[config.mk]
export PLATFORM = sky130hd
export DESIGN_NAME = brpa_top
export DESIGN_NICKNAME = d
export VERILOG_FILES = /design/src/brpa_counter.v /design/src/brpa_sync.v /design/src/brpa_top.v
export VERILOG_INCLUDE_DIRS = /design/src
export SDC_FILE = /design/constraint.sdc
export NUM_CORES = 1
export LEC_CHECK = 0
export BUFFER_PORTS_ARGS = -buffer_cell sky130_fd_sc_hd__buf_2
export CORE_MARGIN = 2
export CORE_UTILIZATION = 56
export DETAILED_ROUTE_END_ITERATION = 8
export PLACE_DENSITY = 0.81
export SYNTH_ARGS = -nofsm -noshare
export SYNTH_HDL_FRONTEND = slang
export SYNTH_HIERARCHICAL = 1
export SYNTH_SLANG_ARGS = --single-unit
export TNS_END_PERCENT = 1
[constraint.sdc]
create_clock -name clk_in -period 5.1 [get_ports clk_in]
set_input_delay 1.02 -clock clk_in [delete_from_list [all_inputs] [get_ports clk_in]]
set_output_delay 1.02 -clock clk_in [all_outputs]
set_load 0.03 [all_outputs]
[src/brpa_consts.vh]
// constants and behaviour notes for the burst rom / card bus arbiter
// Notes on behaviour
// - non-zero burst length turns areas 0, 5, 6 into burst rom
// - chip select stays asserted between burst beats; only address advances
// - beats: 8-bit rom 4/8/16, 16-bit rom 4/8, 32-bit rom 4
// - wait pin sampled on first beat only if waits set; always later
// - zero-wait burst rom: later beats still take two cycles
// - card select bit makes area 5 memory card, area 6 memory plus io
// - card areas use 8 or 16 bit width from their size bits
// - lower 32 mbyte of a card area runs memory-card cycles
// - card areas get setup/hold extensions plus software and pin waits
// - memory-card page burst applies to reads only, never writes
// - io-card cycles only area 6, addresses 1a000000 to 1bffffff
// - little endian 16-bit area 6: io width sense high splits word
// - big endian ignores io width sense; system holds it low
// - idle inserted on area change or write after read only
// - idle count per area from two-bit field, minus empty cycles
// - no idle insertion after a bus arbitration handover
// - release request: finish cycle, grant, never during cache fill
// - while released, assert bus retrieve when device needs bus
// - retrieve on pending refresh or interrupt above mask level
// - area 6 16-bit: byte after word/long asserts both card enables
// - refresh during area 6 card access keeps area 6 select asserted
`ifndef BRPA_CONSTS_VH
`define BRPA_CONSTS_VH
`define BRPA_IO_BASE 32'h1A00_0000
`define BRPA_IO_LAST 32'h1BFF_FFFF
`define BRPA_CARD_SPAN_BIT 25
`define BRPA_AREA_BIT 26
`define BRPA_SZ_8 2'h0
`define BRPA_SZ_16 2'h2
`define BRPA_SZ_32 2'h3
`define BRPA_BEAT_CNT_W 5
`endif

[src/brpa_counter.v]
// loadable down counter used for wait, idle and setup/hold phases
`timescale 1ns/100ps
module brpa_counter (
	input wire clk_in,
	input wire resetn_in,
	input wire load_in,
	input wire [4:0] value_in,
	output wire zero_out
);
	reg [4:0] count_reg;

	// load wins over count-down
	always @(posedge clk_in) begin
		if (!resetn_in) begin
			count_reg <= 5'h0_0;
		end else if (load_in) begin
			count_reg <= value_in;
		end else if (count_reg != 5'h0_0) begin
			count_reg <= count_reg - 5'h0_1;
		end
	end

	assign zero_out = (count_reg == 5'h0_0);
endmodule // brpa_counter

[src/brpa_sync.v]
// three-stage synchroniser; output changes when stages two and three agree
`timescale 1ns/100ps
module brpa_sync (
	input wire clk_in,
	input wire resetn_in,
	input wire pin_in,
	output wire level_out
);
	reg s1_reg;
	reg s2_reg;
	reg s3_reg;
	reg level_reg;

	// first stage feeds only the second
	always @(posedge clk_in) begin
		if (!resetn_in) begin
			s1_reg <= 1'b1;
			s2_reg <= 1'b1;
			s3_reg <= 1'b1;
			level_reg <= 1'b1;
		end else begin
			s1_reg <= pin_in;
			s2_reg <= s1_reg;
			s3_reg <= s2_reg;
			if (s2_reg == s3_reg) begin
				level_reg <= s3_reg;
			end
		end
	end

	assign level_out = level_reg;
endmodule // brpa_sync

[src/brpa_top.v]
// external bus sequencer: burst rom, card cycles, idle insertion, arbitration
`timescale 1ns/100ps
`include "brpa_consts.vh"
module brpa_top (
	input wire clk_in,
	input wire resetn_in,
	input wire req_valid_in,
	input wire [31:0] req_addr_in,
	input wire req_write_in,
	input wire [1:0] req_size_in,
	input wire req_cache_fill_in,
	output reg req_ready_out,
	input wire [1:0] area0_burst_length_in,
	input wire [1:0] area5_burst_length_in,
	input wire [1:0] area6_burst_length_in,
	input wire [1:0] area0_width_in,
	input wire [1:0] area5_width_in,
	input wire [1:0] area6_width_in,
	input wire area5_card_select_in,
	input wire area6_card_select_in,
	input wire [2:0] area0_waits_in,
	input wire [2:0] area5_waits_in,
	input wire [2:0] area6_waits_in,
	input wire [1:0] card_setup_in,
	input wire [1:0] card_hold_in,
	input wire [13:0] area_idle_count_in,
	input wire little_endian_in,
	input wire wait_n_in,
	input wire io_width_sense_in,
	input wire bus_release_request_n_in,
	input wire refresh_pending_in,
	input wire refresh_active_in,
	input wire irq_above_mask_in,
	output reg [31:0] addr_out,
	output reg area0_chip_select_n_out,
	output reg area5_chip_select_n_out,
	output reg area6_chip_select_n_out,
	output reg card_a_enable_high_n_out,
	output reg card_b_enable_high_n_out,
	output reg rd_n_out,
	output reg wr_n_out,
	output reg io_cycle_out,
	output reg byte_lane_odd_out,
	output reg bus_drive_en_out,
	output reg bus_grant_n_out,
	output reg bus_retrieve_out_n_out
);
	localparam [6:0] ST_IDLE = 7'b000_0001;
	localparam [6:0] ST_GAP = 7'b000_0010;
	localparam [6:0] ST_SETUP = 7'b000_0100;
	localparam [6:0] ST_STROBE = 7'b000_1000;
	localparam [6:0] ST_HOLD = 7'b001_0000;
	localparam [6:0] ST_BEAT = 7'b010_0000;
	localparam [6:0] ST_REL = 7'b100_0000;

	wire wait_n_s;
	wire io16_s;
	wire bus_release_request_n_s;
	wire cnt_zero;
	reg cnt_load;
	reg [4:0] cnt_value;
	reg [6:0] state_reg;
	reg [6:0] state_next;
	reg [2:0] area_reg;
	reg write_reg;
	reg [2:0] prev_area_reg;
	reg prev_write_reg;
	reg prev_valid_reg;
	reg [4:0] empty_reg;
	reg [4:0] beats_reg;
	reg [1:0] size_reg;
	reg card_reg;
	reg split_reg;
	reg half_reg;
	reg wide_prev_reg;
	reg cs6_hold_reg;
	reg first_reg;

	brpa_sync u_sync_wait (.clk_in(clk_in), .resetn_in(resetn_in),
		.pin_in(wait_n_in), .level_out(wait_n_s));
	brpa_sync u_sync_io16 (.clk_in(clk_in), .resetn_in(resetn_in),
		.pin_in(io_width_sense_in), .level_out(io16_s));
	brpa_sync u_sync_bus_release_request (.clk_in(clk_in), .resetn_in(resetn_in),
		.pin_in(bus_release_request_n_in), .level_out(bus_release_request_n_s));
	brpa_counter u_cnt (.clk_in(clk_in), .resetn_in(resetn_in),
		.load_in(cnt_load), .value_in(cnt_value), .zero_out(cnt_zero));

	// decode of the incoming request
	wire [2:0] req_area = req_addr_in[28:26];
	wire req_card = (req_area == 3'd5 && area5_card_select_in) ||
		(req_area == 3'd6 && area6_card_select_in);
	wire req_io = req_card && req_area == 3'd6 &&
		req_addr_in[28:0] >= `BRPA_IO_BASE &&
		req_addr_in[28:0] <= `BRPA_IO_LAST;
	wire req_mem_card = req_card && !req_io &&
		!req_addr_in[`BRPA_CARD_SPAN_BIT];
	wire [1:0] req_blen = (req_area == 3'd0) ? area0_burst_length_in :
		(req_area == 3'd5) ? area5_burst_length_in :
		(req_area == 3'd6) ? area6_burst_length_in : 2'h0;
	wire [1:0] req_width = (req_area == 3'd5) ? area5_width_in :
		(req_area == 3'd6) ? area6_width_in : area0_width_in;
	wire [2:0] req_waits = (req_area == 3'd5) ? area5_waits_in :
		(req_area == 3'd6) ? area6_waits_in : area0_waits_in;
	wire req_rom_burst = !req_card && req_blen != 2'h0;
	wire req_card_burst = req_mem_card && !req_write_in &&
		req_blen != 2'h0;

	// beat count from burst length and rom width
	reg [4:0] beat_total;
	always @* begin
		beat_total = 5'h0_1;
		if (req_rom_burst || req_card_burst) begin
			case (req_width)
				`BRPA_SZ_8: beat_total = (req_blen == 2'h1) ? 5'h0_4 :
					(req_blen == 2'h2) ? 5'h0_8 : 5'h1_0;
				`BRPA_SZ_16: beat_total = (req_blen == 2'h1) ? 5'h0_4 :
					5'h0_8;
				default: beat_total = 5'h0_4;
			endcase
		end
	end

	// idle cycles owed after the previous access, minus empty cycles
	wire [1:0] idle_field = area_idle_count_in[prev_area_reg*2 +: 2];
	wire need_gap = prev_valid_reg && (prev_area_reg != req_area ||
		(req_write_in && !prev_write_reg));
	wire [4:0] idle_owed = ({3'h0, idle_field} > empty_reg) ?
		({3'h0, idle_field} - empty_reg) : 5'h0_0;
	// the done cycle still shows the finished request; never take it twice
	wire start_ok = req_valid_in && bus_release_request_n_s && !req_ready_out;
	wire split_now = card_reg && area_reg == 3'd6 && io_cycle_out &&
		little_endian_in && io16_s && size_reg == 2'h1 &&
		area6_width_in == `BRPA_SZ_16;
	wire [2:0] cur_waits = (area_reg == 3'd5) ? area5_waits_in :
		(area_reg == 3'd6) ? area6_waits_in : area0_waits_in;
	wire sample_wait = !first_reg || cur_waits != 3'h0;

	// next state
	always @* begin
		state_next = state_reg;
		cnt_load = 1'b0;
		cnt_value = 5'h0_0;
		case (state_reg)
			ST_IDLE: begin
				if (!bus_release_request_n_s) begin
					state_next = ST_REL;
				end else if (start_ok && need_gap && idle_owed != 5'h0_0) begin
					state_next = ST_GAP;
					cnt_load = 1'b1;
					cnt_value = idle_owed - 5'h0_1;
				end else if (start_ok) begin
					state_next = req_card ? ST_SETUP : ST_STROBE;
					cnt_load = 1'b1;
					cnt_value = req_card ? {3'h0, card_setup_in} :
						{2'h0, req_waits};
				end
			end
			ST_GAP: begin
				if (cnt_zero) begin
					state_next = ST_IDLE;
				end
			end
			ST_SETUP: begin
				if (cnt_zero) begin
					state_next = ST_STROBE;
					cnt_load = 1'b1;
					cnt_value = {2'h0, cur_waits};
				end
			end
			ST_STROBE: begin
				if (cnt_zero && (!sample_wait || wait_n_s)) begin
					if (beats_reg > 5'h0_1) begin
						state_next = ST_BEAT;
						cnt_load = 1'b1;
						cnt_value = (cur_waits == 3'h0) ? 5'h0_1 :
							{2'h0, cur_waits};
					end else if (card_reg) begin
						state_next = ST_HOLD;
						cnt_load = 1'b1;
						cnt_value = {3'h0, card_hold_in};
					end else begin
						state_next = ST_IDLE;
					end
				end
			end
			ST_BEAT: begin
				state_next = ST_STROBE;
			end
			ST_HOLD: begin
				if (cnt_zero) begin
					state_next = (split_now && !half_reg) ? ST_SETUP : ST_IDLE;
					cnt_load = split_now && !half_reg;
					cnt_value = {3'h0, card_setup_in};
				end
			end
			ST_REL: begin
				if (bus_release_request_n_s) begin
					state_next = ST_IDLE;
				end
			end
			default: state_next = ST_IDLE;
		endcase
	end

	// sequencing registers and pin drivers
	always @(posedge clk_in) begin
		if (!resetn_in) begin
			state_reg <= ST_IDLE;
			area_reg <= 3'h0;
			write_reg <= 1'b0;
			prev_area_reg <= 3'h0;
			prev_write_reg <= 1'b0;
			prev_valid_reg <= 1'b0;
			empty_reg <= 5'h0_0;
			beats_reg <= 5'h0_0;
			size_reg <= 2'h0;
			card_reg <= 1'b0;
			split_reg <= 1'b0;
			half_reg <= 1'b0;
			wide_prev_reg <= 1'b0;
			cs6_hold_reg <= 1'b0;
			first_reg <= 1'b0;
			req_ready_out <= 1'b0;
			addr_out <= 32'h0000_0000;
			area0_chip_select_n_out <= 1'b1;
			area5_chip_select_n_out <= 1'b1;
			area6_chip_select_n_out <= 1'b1;
			card_a_enable_high_n_out <= 1'b1;
			card_b_enable_high_n_out <= 1'b1;
			rd_n_out <= 1'b1;
			wr_n_out <= 1'b1;
			io_cycle_out <= 1'b0;
			byte_lane_odd_out <= 1'b0;
			bus_drive_en_out <= 1'b1;
			bus_grant_n_out <= 1'b1;
			bus_retrieve_out_n_out <= 1'b1;
		end else begin
			state_reg <= state_next;
			req_ready_out <= 1'b0;
			if (state_reg == ST_IDLE && state_next != ST_GAP &&
				state_next != ST_REL && start_ok) begin
				// latch the request and drive the selects
				area_reg <= req_area;
				write_reg <= req_write_in;
				size_reg <= req_size_in;
				card_reg <= req_card;
				io_cycle_out <= req_io;
				beats_reg <= req_cache_fill_in ? 5'h0_1 : beat_total;
				first_reg <= 1'b1;
				half_reg <= 1'b0;
				addr_out <= req_addr_in;
				byte_lane_odd_out <= req_addr_in[0];
				area0_chip_select_n_out <= !(req_area == 3'd0);
				area5_chip_select_n_out <= !(req_area == 3'd5);
				area6_chip_select_n_out <= !(req_area == 3'd6);
				card_a_enable_high_n_out <= !(req_card && req_area == 3'd5 &&
					req_width == `BRPA_SZ_16 && req_size_in != 2'h0);
				card_b_enable_high_n_out <= !(req_card && req_area == 3'd6 &&
					req_width == `BRPA_SZ_16 &&
					(req_size_in != 2'h0 || wide_prev_reg));
				wide_prev_reg <= req_card && req_area == 3'd6 &&
					req_size_in != 2'h0;
				empty_reg <= 5'h0_0;
			end else if ((state_reg == ST_IDLE || state_reg == ST_GAP) &&
				empty_reg != 5'h1_F) begin
				// gap cycles are empty too, so a paid gap is not owed again
				empty_reg <= empty_reg + 5'h0_1;
			end
			if (state_next == ST_STROBE) begin
				rd_n_out <= write_reg ? 1'b1 : 1'b0;
				wr_n_out <= write_reg ? 1'b0 : 1'b1;
				if (state_reg == ST_IDLE) begin
					rd_n_out <= req_write_in;
					wr_n_out <= !req_write_in;
				end
			end else begin
				rd_n_out <= 1'b1;
				wr_n_out <= 1'b1;
			end
			if (state_reg == ST_STROBE && state_next == ST_BEAT) begin
				// chip select held, only the address moves
				beats_reg <= beats_reg - 5'h0_1;
				first_reg <= 1'b0;
				addr_out <= addr_out + {27'h0, (5'h0_1 << size_reg)};
			end
			if (state_reg == ST_HOLD && state_next == ST_SETUP) begin
				// second half of a split io word on the odd byte lane
				half_reg <= 1'b1;
				byte_lane_odd_out <= 1'b1;
				addr_out <= addr_out + 32'h0000_0001;
			end
			if (state_reg != ST_IDLE && state_next == ST_IDLE &&
				state_reg != ST_GAP && state_reg != ST_REL) begin
				prev_area_reg <= area_reg;
				prev_write_reg <= write_reg;
				prev_valid_reg <= 1'b1;
				req_ready_out <= 1'b1;
				area0_chip_select_n_out <= 1'b1;
				area5_chip_select_n_out <= 1'b1;
				card_a_enable_high_n_out <= 1'b1;
				card_b_enable_high_n_out <= 1'b1;
				if (cs6_hold_reg && area_reg == 3'd6) begin
					cs6_hold_reg <= 1'b0;
				end
				area6_chip_select_n_out <= !(cs6_hold_reg && area_reg != 3'd6);
			end
			// refresh overlapping an area 6 card cycle keeps that select
			if (refresh_active_in && card_reg && area_reg == 3'd6 &&
				state_reg != ST_IDLE) begin
				cs6_hold_reg <= 1'b1;
			end
			if (cs6_hold_reg) begin
				area6_chip_select_n_out <= 1'b0;
			end
			if (state_next == ST_REL) begin
				bus_grant_n_out <= 1'b0;
				bus_drive_en_out <= 1'b0;
				prev_valid_reg <= 1'b0;
			end else if (state_reg == ST_REL) begin
				bus_grant_n_out <= 1'b1;
				bus_drive_en_out <= 1'b1;
			end
			bus_retrieve_out_n_out <= !(state_next == ST_REL &&
				((refresh_pending_in && !refresh_active_in) ||
				irq_above_mask_in));
			if (state_reg == ST_STROBE && split_now) begin
				split_reg <= 1'b1;
			end else if (state_next == ST_IDLE) begin
				split_reg <= 1'b0;
			end
		end
	end
endmodule // brpa_top

==> results.sh, run 1 <==
export IMPL_cp_num_cells=17
export IMPL_hold_buffers=0
export IMPL_skew_ns=0.00690
export IMPL_crit_buf_inv=3
export IMPL_synth_net_count=984
export IMPL_finish_net_count=1081
export IMPL_grt_util_all_layers=0.314
export IMPL_cts_htree_levels=3
export IMPL_drt_wl_total_um=19800
export IMPL_synth_seq_area_share=0.293
export IMPL_placementRows=39
export IMPL_drt_antenna_violating_nets=0
export IMPL_max_slew_margin_rel=0.293
export IMPL_clock_sink_count=94
export IMPL_floorplan_die_height_um=111
export IMPL_worstPathRequired_ns=5.39
export IMPL_routabilityCongestion=0.955
export IMPL_synthDominantCellAreaShare=0.293
export IMPL_grt_start_max_net_pins=51
export IMPL_vias_post_dr=7081
export IMPL_final_min_period_over_clock_period=0.863
export IMPL_grt_ovfl_total=0
export IMPL_postCtsSetupBuffers=0
export IMPL_p_leak_nw=2.95
export IMPL_initial_standard_cell_utilization_of_the_core=0.568
export IMPL_numPortBuffers=131
export IMPL_ys_seq_elements=94
export IMPL_synth_cells=879
export IMPL_maxClockFrequency_ghz=0.227
export IMPL_yosys_warnings=6
export IMPL_crit_path_max_fanout=11
export IMPL_cts_resized=0
export IMPL_setup_worst_path_start_class="input port"
export IMPL_cts_reportedPaths_clkPinSlew_ns=0.07
export IMPL_endpoint_kind="flip-flop"
export IMPL_criticalPathCategory="input port to flip-flop"
export IMPL_critical_path_endpoint="addr_out[23]"
export IMPL_layout_cells_most_common_list="buf_2, nand2_1, dfxtp_1, nor2_1, a21oi_1"
export IMPL_final_setup_worst_slack_ns=0.698
export IMPL_route_detailed_wl_per_inst_um=17.7
export IMPL_drt_first_pass_iters=6
export IMPL_r2r_start="prev_area_reg[0]"
export IMPL_clock_root_buffer="clkbuf_16"
export IMPL_vdd_drop_max_mv=0.233
export IMPL_run_status="finished clean"
export IMPL_fp_dieW_um=111
export IMPL_cp_top_family="simple AND/OR/NAND/NOR gates"
export IMPL_layout_area_overhead_vs_synth_pct=15.6
export IMPL_final_non_filler_cell_area_um2=7430
export IMPL_layout_commonest_cell="buf_2"
export IMPL_core_area_um2=11300
export IMPL_post_route_drc_count=0
export IMPL_n_antenna_cell=0
export IMPL_clkLatencyLatePin_ns=0.35
export IMPL_grt_first_pass_wirelength_um=31900
export IMPL_worst_ep_arrival_time_ns=4.69
export IMPL_power_density_cell_area_nw_per_um2=461
export IMPL_class_of_the_most_critical_hold_timing_path="flip-flop to flip-flop"
export IMPL_layout_drive_gt1_share=0.197
export IMPL_mean_post_synth_cell_area_um2=7.32
export IMPL_vias_per_cell=6.30
export IMPL_hpwlAfterDp_um=13900
export IMPL_timing_reg2reg_worst_path_depth=16
export IMPL_path_cells="buf_2 > mux4_2 > nor2_1 > a21o_1 > inv_1 > ha_1 > nor2b_1 > o21ai_0 > or3b_2 > ha_1 > a211oi_1 > buf_4 > or2_1 > nand3_1 > a31oi_1 > a221oi_1 > nor2_1"
export IMPL_crit_path_start="area_idle_count_in[7]"
export IMPL_initial_detailed_routing_violation_count=742
export IMPL_synthArstFlopShare=0
export IMPL_hold_violations=0
export IMPL_tightest_slew_ns=1.06
export IMPL_pre_cts_ws_ns=0.361
export IMPL_synth_flop_cell="dfxtp_1"
export IMPL_ff2ff_setup_slack_ns=0.89
export IMPL_synth_lib_cells_used_distinct=79
export IMPL_floorplan_die_area_um2=12400
export IMPL_antenna_found_initial=0
export IMPL_timing_final_crit_period_ns=4.40
export IMPL_timing_rr_end="addr_out[23]"
export IMPL_cts_buffers_inserted=9
export IMPL_slew_viol_final=0
export IMPL_postPlaceCellArea_um2=7120
export IMPL_critical_path_max_stage_delay_ns=0.47
export IMPL_grt_pass1_vias=6431
export IMPL_final_setup_tns_ns=0
export IMPL_cts_max_path_buffers=2
export IMPL_syn_area_um2=6430
export IMPL_post_synth_main_area_contributors="dfxtp_1, nand2_1, a21oi_1, o21ai_0, nor2_1"
export IMPL_max_cap_violations=0
export IMPL_largest_register_ffs=32
export IMPL_edff_count_synth=0
export IMPL_cts_tree="yes"
export IMPL_timing_critical_path_slowest_stage_cell="or3b_2"
export IMPL_finalSetupViolations=0
export IMPL_io_pins=132
export IMPL_grt_setup_unrepaired="false"
export IMPL_synth_top_cell_by_area="dfxtp_1"
routing by layer:
layer  track usage  wire [um]  vias to the layer above
li1              -          -                     3384
met1         0.438       8500                     3204
met2         0.480       8670                      443
met3        0.0552       2130                       50
met4         0.131        542                        0
met5             0          0                        -
power breakdown:
part	switching [W]	internal [W]	leakage [nW]
combinational	0.000999	0.000543	2.02
sequential	0.000250	0.000894	0.768
clock	0.000307	0.000433	0.154
total	0.00156	0.00187	2.95
worst min path at each step:
stage	from	to	slack [ns]	depth (start not counted)
6_report	u_sync_bus_release_request/s1_reg	u_sync_bus_release_request/s2_reg	0.40	1
5_1_grt	u_sync_io16/s1_reg	u_sync_io16/s2_reg	0.42	1
4_1_cts	u_sync_bus_release_request/s1_reg	u_sync_bus_release_request/s2_reg	0.40	1
3_5_place_dp	u_sync_bus_release_request/s1_reg	u_sync_bus_release_request/s2_reg	0.39	1
3_3_place_gp	u_sync_bus_release_request/s1_reg	u_sync_bus_release_request/s2_reg	0.39	1
2_1_floorplan	u_sync_bus_release_request/s1_reg	u_sync_bus_release_request/s2_reg	0.39	1
layout make-up:
class | count | area [um2]
Sequential cell | 94 | 1880
Tap cell | 143 | 179
Inverter | 25 | 93.8
Timing Repair Buffer | 142 | 738
Clock buffer | 11 | 233
Fill cell | 985 | 3890
Multi-Input combinational cell | 704 | 4230
Clock inverter | 5 | 82.6
synth_stat cells, types with 7 or more instances:
cell / n
dfxtp_1: 94
o22ai_1: 8
clkbuf_1: 42
a221oi_1: 9
nand3_1: 43
nor4_1: 7
a31oi_1: 14
o21a_1: 9
buf_2: 10
nor2_1: 90
xnor2_1: 10
a211oi_1: 10
or2_2: 12
a22oi_1: 7
nand2_1: 100
and2_1: 12
o211ai_1: 7
ha_1: 16
and3_1: 12
xor2_1: 12
nor3b_1: 8
nand2b_1: 17
nor2b_1: 13
nor3_1: 28
mux2i_1: 9
inv_1: 24
o21ai_0: 68
nand4_1: 19
a21oi_1: 70
per-stage QoR:
step / hold slack [ns] / total power, W / util / cells
after floorplan: 0.386 / 0.00222 / - / 879
after global placement: 0.390 / 0.00263 / 0.629 / 1108
after detailed placement: 0.392 / 0.00265 / 0.629 / 1108
after CTS: 0.404 / 0.00339 / 0.657 / 1124
after global routing: 0.418 / 0.00363 / 0.657 / 1124
final: 0.402 / 0.00342 / 0.657 / 1124
cells by family after synthesis:
kind of cell	count (synthesis)	share of synthesized area
xor gates and xnor gates	22	0.0300
DFF	94	0.293
AOI/OAI and AO/OA	249	0.242
adders and majority gates	19	0.0389
muxes	15	0.0280
and+or+nand+nor	399	0.317
buffers and inverters	81	0.0521
(Power assumes the default switching activity.)
==> run 2, diff against run 1 <==
- MAX_ROUTING_LAYER: not set -> met4
==> run 2 against run 1 <==
Net effect: global-route usage increased by 1.1 points; sequential cell count unchanged; core utilization increased by 0.055 points; power decreased by 0.57%; critical path type unchanged; routed wire length increased by 0.31%; critical path depth decreased by 3; via count increased by 0.56%.
==> results.sh, run 2 (synthesized netlist as in run 1, its figures left out) <==
export IMPL_final_min_period_over_clock_period=0.868
export IMPL_timing_reg2reg_worst_path_depth=13
export IMPL_worst_ep_arrival_time_ns=4.72
export IMPL_n_antenna_cell=0
export IMPL_max_cap_violations=0
export IMPL_clock_sink_count=94
export IMPL_max_slew_margin_rel=0.374
export IMPL_run_status="finished clean"
export IMPL_clkLatencyLatePin_ns=0.35
export IMPL_postLayoutCoreUtil=0.657
export IMPL_cts_max_path_buffers=2
export IMPL_skew_ns=0.00654
export IMPL_fin_total_pwr_w=0.00341
export IMPL_postCtsSetupBuffers=0
export IMPL_antenna_found_initial=0
export IMPL_largest_register_ffs=32
export IMPL_finish_net_count=1082
export IMPL_final_setup_worst_slack_ns=0.675
export IMPL_layout_commonest_cell="buf_2"
export IMPL_vias_per_cell=6.33
export IMPL_post_route_drc_count=0
export IMPL_placedCellCount=1109
export IMPL_timing_final_crit_period_ns=4.43
export IMPL_cts_tree="yes"
export IMPL_hpwlAfterDp_um=14100
export IMPL_grt_start_max_net_pins=49
export IMPL_pre_cts_ws_ns=0.381
export IMPL_final_setup_tns_ns=0
export IMPL_cts_buffers_inserted=9
export IMPL_floorplan_die_height_um=111
export IMPL_p_leak_nw=2.95
export IMPL_route_detailed_wl_per_inst_um=17.7
export IMPL_drt_wl_total_um=19900
export IMPL_drt_antenna_violating_nets=0
export IMPL_numPortBuffers=131
export IMPL_class_of_the_most_critical_hold_timing_path="flip-flop to flip-flop"
export IMPL_layout_cells_non_filler=1125
export IMPL_grt_first_pass_wirelength_um=32300
export IMPL_routabilityCongestion=0.957
export IMPL_endpoint_kind="flip-flop"
export IMPL_r2r_start="prev_area_reg[0]"
export IMPL_maxClockFrequency_ghz=0.226
export IMPL_core_area_um2=11300
export IMPL_setup_worst_path_start_class="input port"
export IMPL_vias_post_dr=7121
export IMPL_grt_ovfl_total=0
export IMPL_criticalPathCategory="input port to flip-flop"
export IMPL_hold_violations=0
export IMPL_fillerInstances=1027
export IMPL_timing_rr_end="addr_out[23]"
export IMPL_drt_first_pass_iters=6
export IMPL_io_pins=132
export IMPL_initial_standard_cell_utilization_of_the_core=0.568
export IMPL_worstPathRequired_ns=5.39
export IMPL_grt_util_all_layers=0.325
export IMPL_layout_cells_most_common_list="buf_2, nand2_1, dfxtp_1, nor2_1, a21oi_1"
export IMPL_crit_path_max_fanout=11
export IMPL_finalSetupViolations=0
export IMPL_layout_area_overhead_vs_synth_pct=15.7
export IMPL_layout_drive_gt1_share=0.200
export IMPL_timing_hold_worst_path_depth=1
export IMPL_hold_buffers=0
export IMPL_slew_viol_final=0
export IMPL_placementRows=39
export IMPL_vdd_drop_max_mv=0.237
export IMPL_ff2ff_setup_slack_ns=0.84
export IMPL_grt_setup_unrepaired="false"
export IMPL_cts_resized=0
export IMPL_cts_htree_levels=3
export IMPL_worstHoldEndpoint="u_sync_wait/s2_reg"
export IMPL_grt_pass1_vias=6514
export IMPL_cts_reportedPaths_clkPinSlew_ns=0.07
export IMPL_clock_root_buffer="clkbuf_16"
export IMPL_tightest_slew_ns=0.936
export IMPL_worst_hold_startpoint="u_sync_wait/s1_reg"
export IMPL_initial_detailed_routing_violation_count=710
export IMPL_floorplan_die_area_um2=12400
export IMPL_power_density_cell_area_nw_per_um2=458
export IMPL_fp_dieW_um=111
run 2: cell types whose count changed in the layout (fill, tap and decap cells not counted), sizes merged:
cell      change
buf           +1
clkinv        -2
inv           +3
clkinvlp      +1
bufinv        -1
clkbuf        -1
run 2: worst max-delay path by stage:
stage	startpoint	end	slack [ns]	cells past startpoint
floorplan	area_idle_count_in[6]	addr_out[13]	0.52	12
global placement	area_idle_count_in[6]	addr_out[23]	0.52	14
detailed placement	area_idle_count_in[4]	addr_out[14]	0.38	14
CTS	area_idle_count_in[4]	addr_out[14]	0.71	14
global route	area_idle_count_in[7]	addr_out[29]	0.38	17
finish	area_idle_count_in[4]	addr_out[23]	0.67	14
run 2: power by group:
group	internal, W	total (W)	switching (W)
clock network	0.000402	0.000716	0.000314
registers	0.000894	0.00115	0.000256
logic	0.000542	0.00154	0.000997
total	0.00184	0.00341	0.00157
run 2: critical path: stages:
cell      delay, ns
buf_2          0.10
mux4_2         0.44
o21ai_0        0.20
ha_1           0.22
fa_1           0.41
or3b_2         0.49
ha_1           0.23
a211oi_1       0.21
buf_4          0.21
or2_1          0.21
nand3_1        0.44
a31oi_1        0.33
a221oi_1       0.07
nor2_1         0.11
run 2: layer usage:
layer  up-vias  GRT usage  share of wire
met2       459      0.496           0.44
met5         -          -              0
met1      3208      0.437           0.42
li1       3400          -              -
met3        54     0.0547           0.12
met4         0      0.116          0.028
run 2: per-stage QoR:
| stage | area [um2] | hold WS, ns |
|---|---|---|
| after floorplan | 6430 | 0.386 |
| after global placement | 7130 | 0.388 |
| after detailed placement | 7130 | 0.401 |
| after CTS | 7440 | 0.417 |
| after global routing | 7440 | 0.443 |
| final | 7440 | 0.414 |
run 2: cell type report:
type	instances	area [um2]	share of cell area
Multi-Input combinational cell	704	4230	0.568
Sequential cell	94	1880	0.253
Timing Repair Buffer	143	746	0.100
Clock buffer	10	239	0.0321
Tap cell	143	179	0.0240
Inverter	25	93.8	0.0126
Clock inverter	6	75.1	0.0101
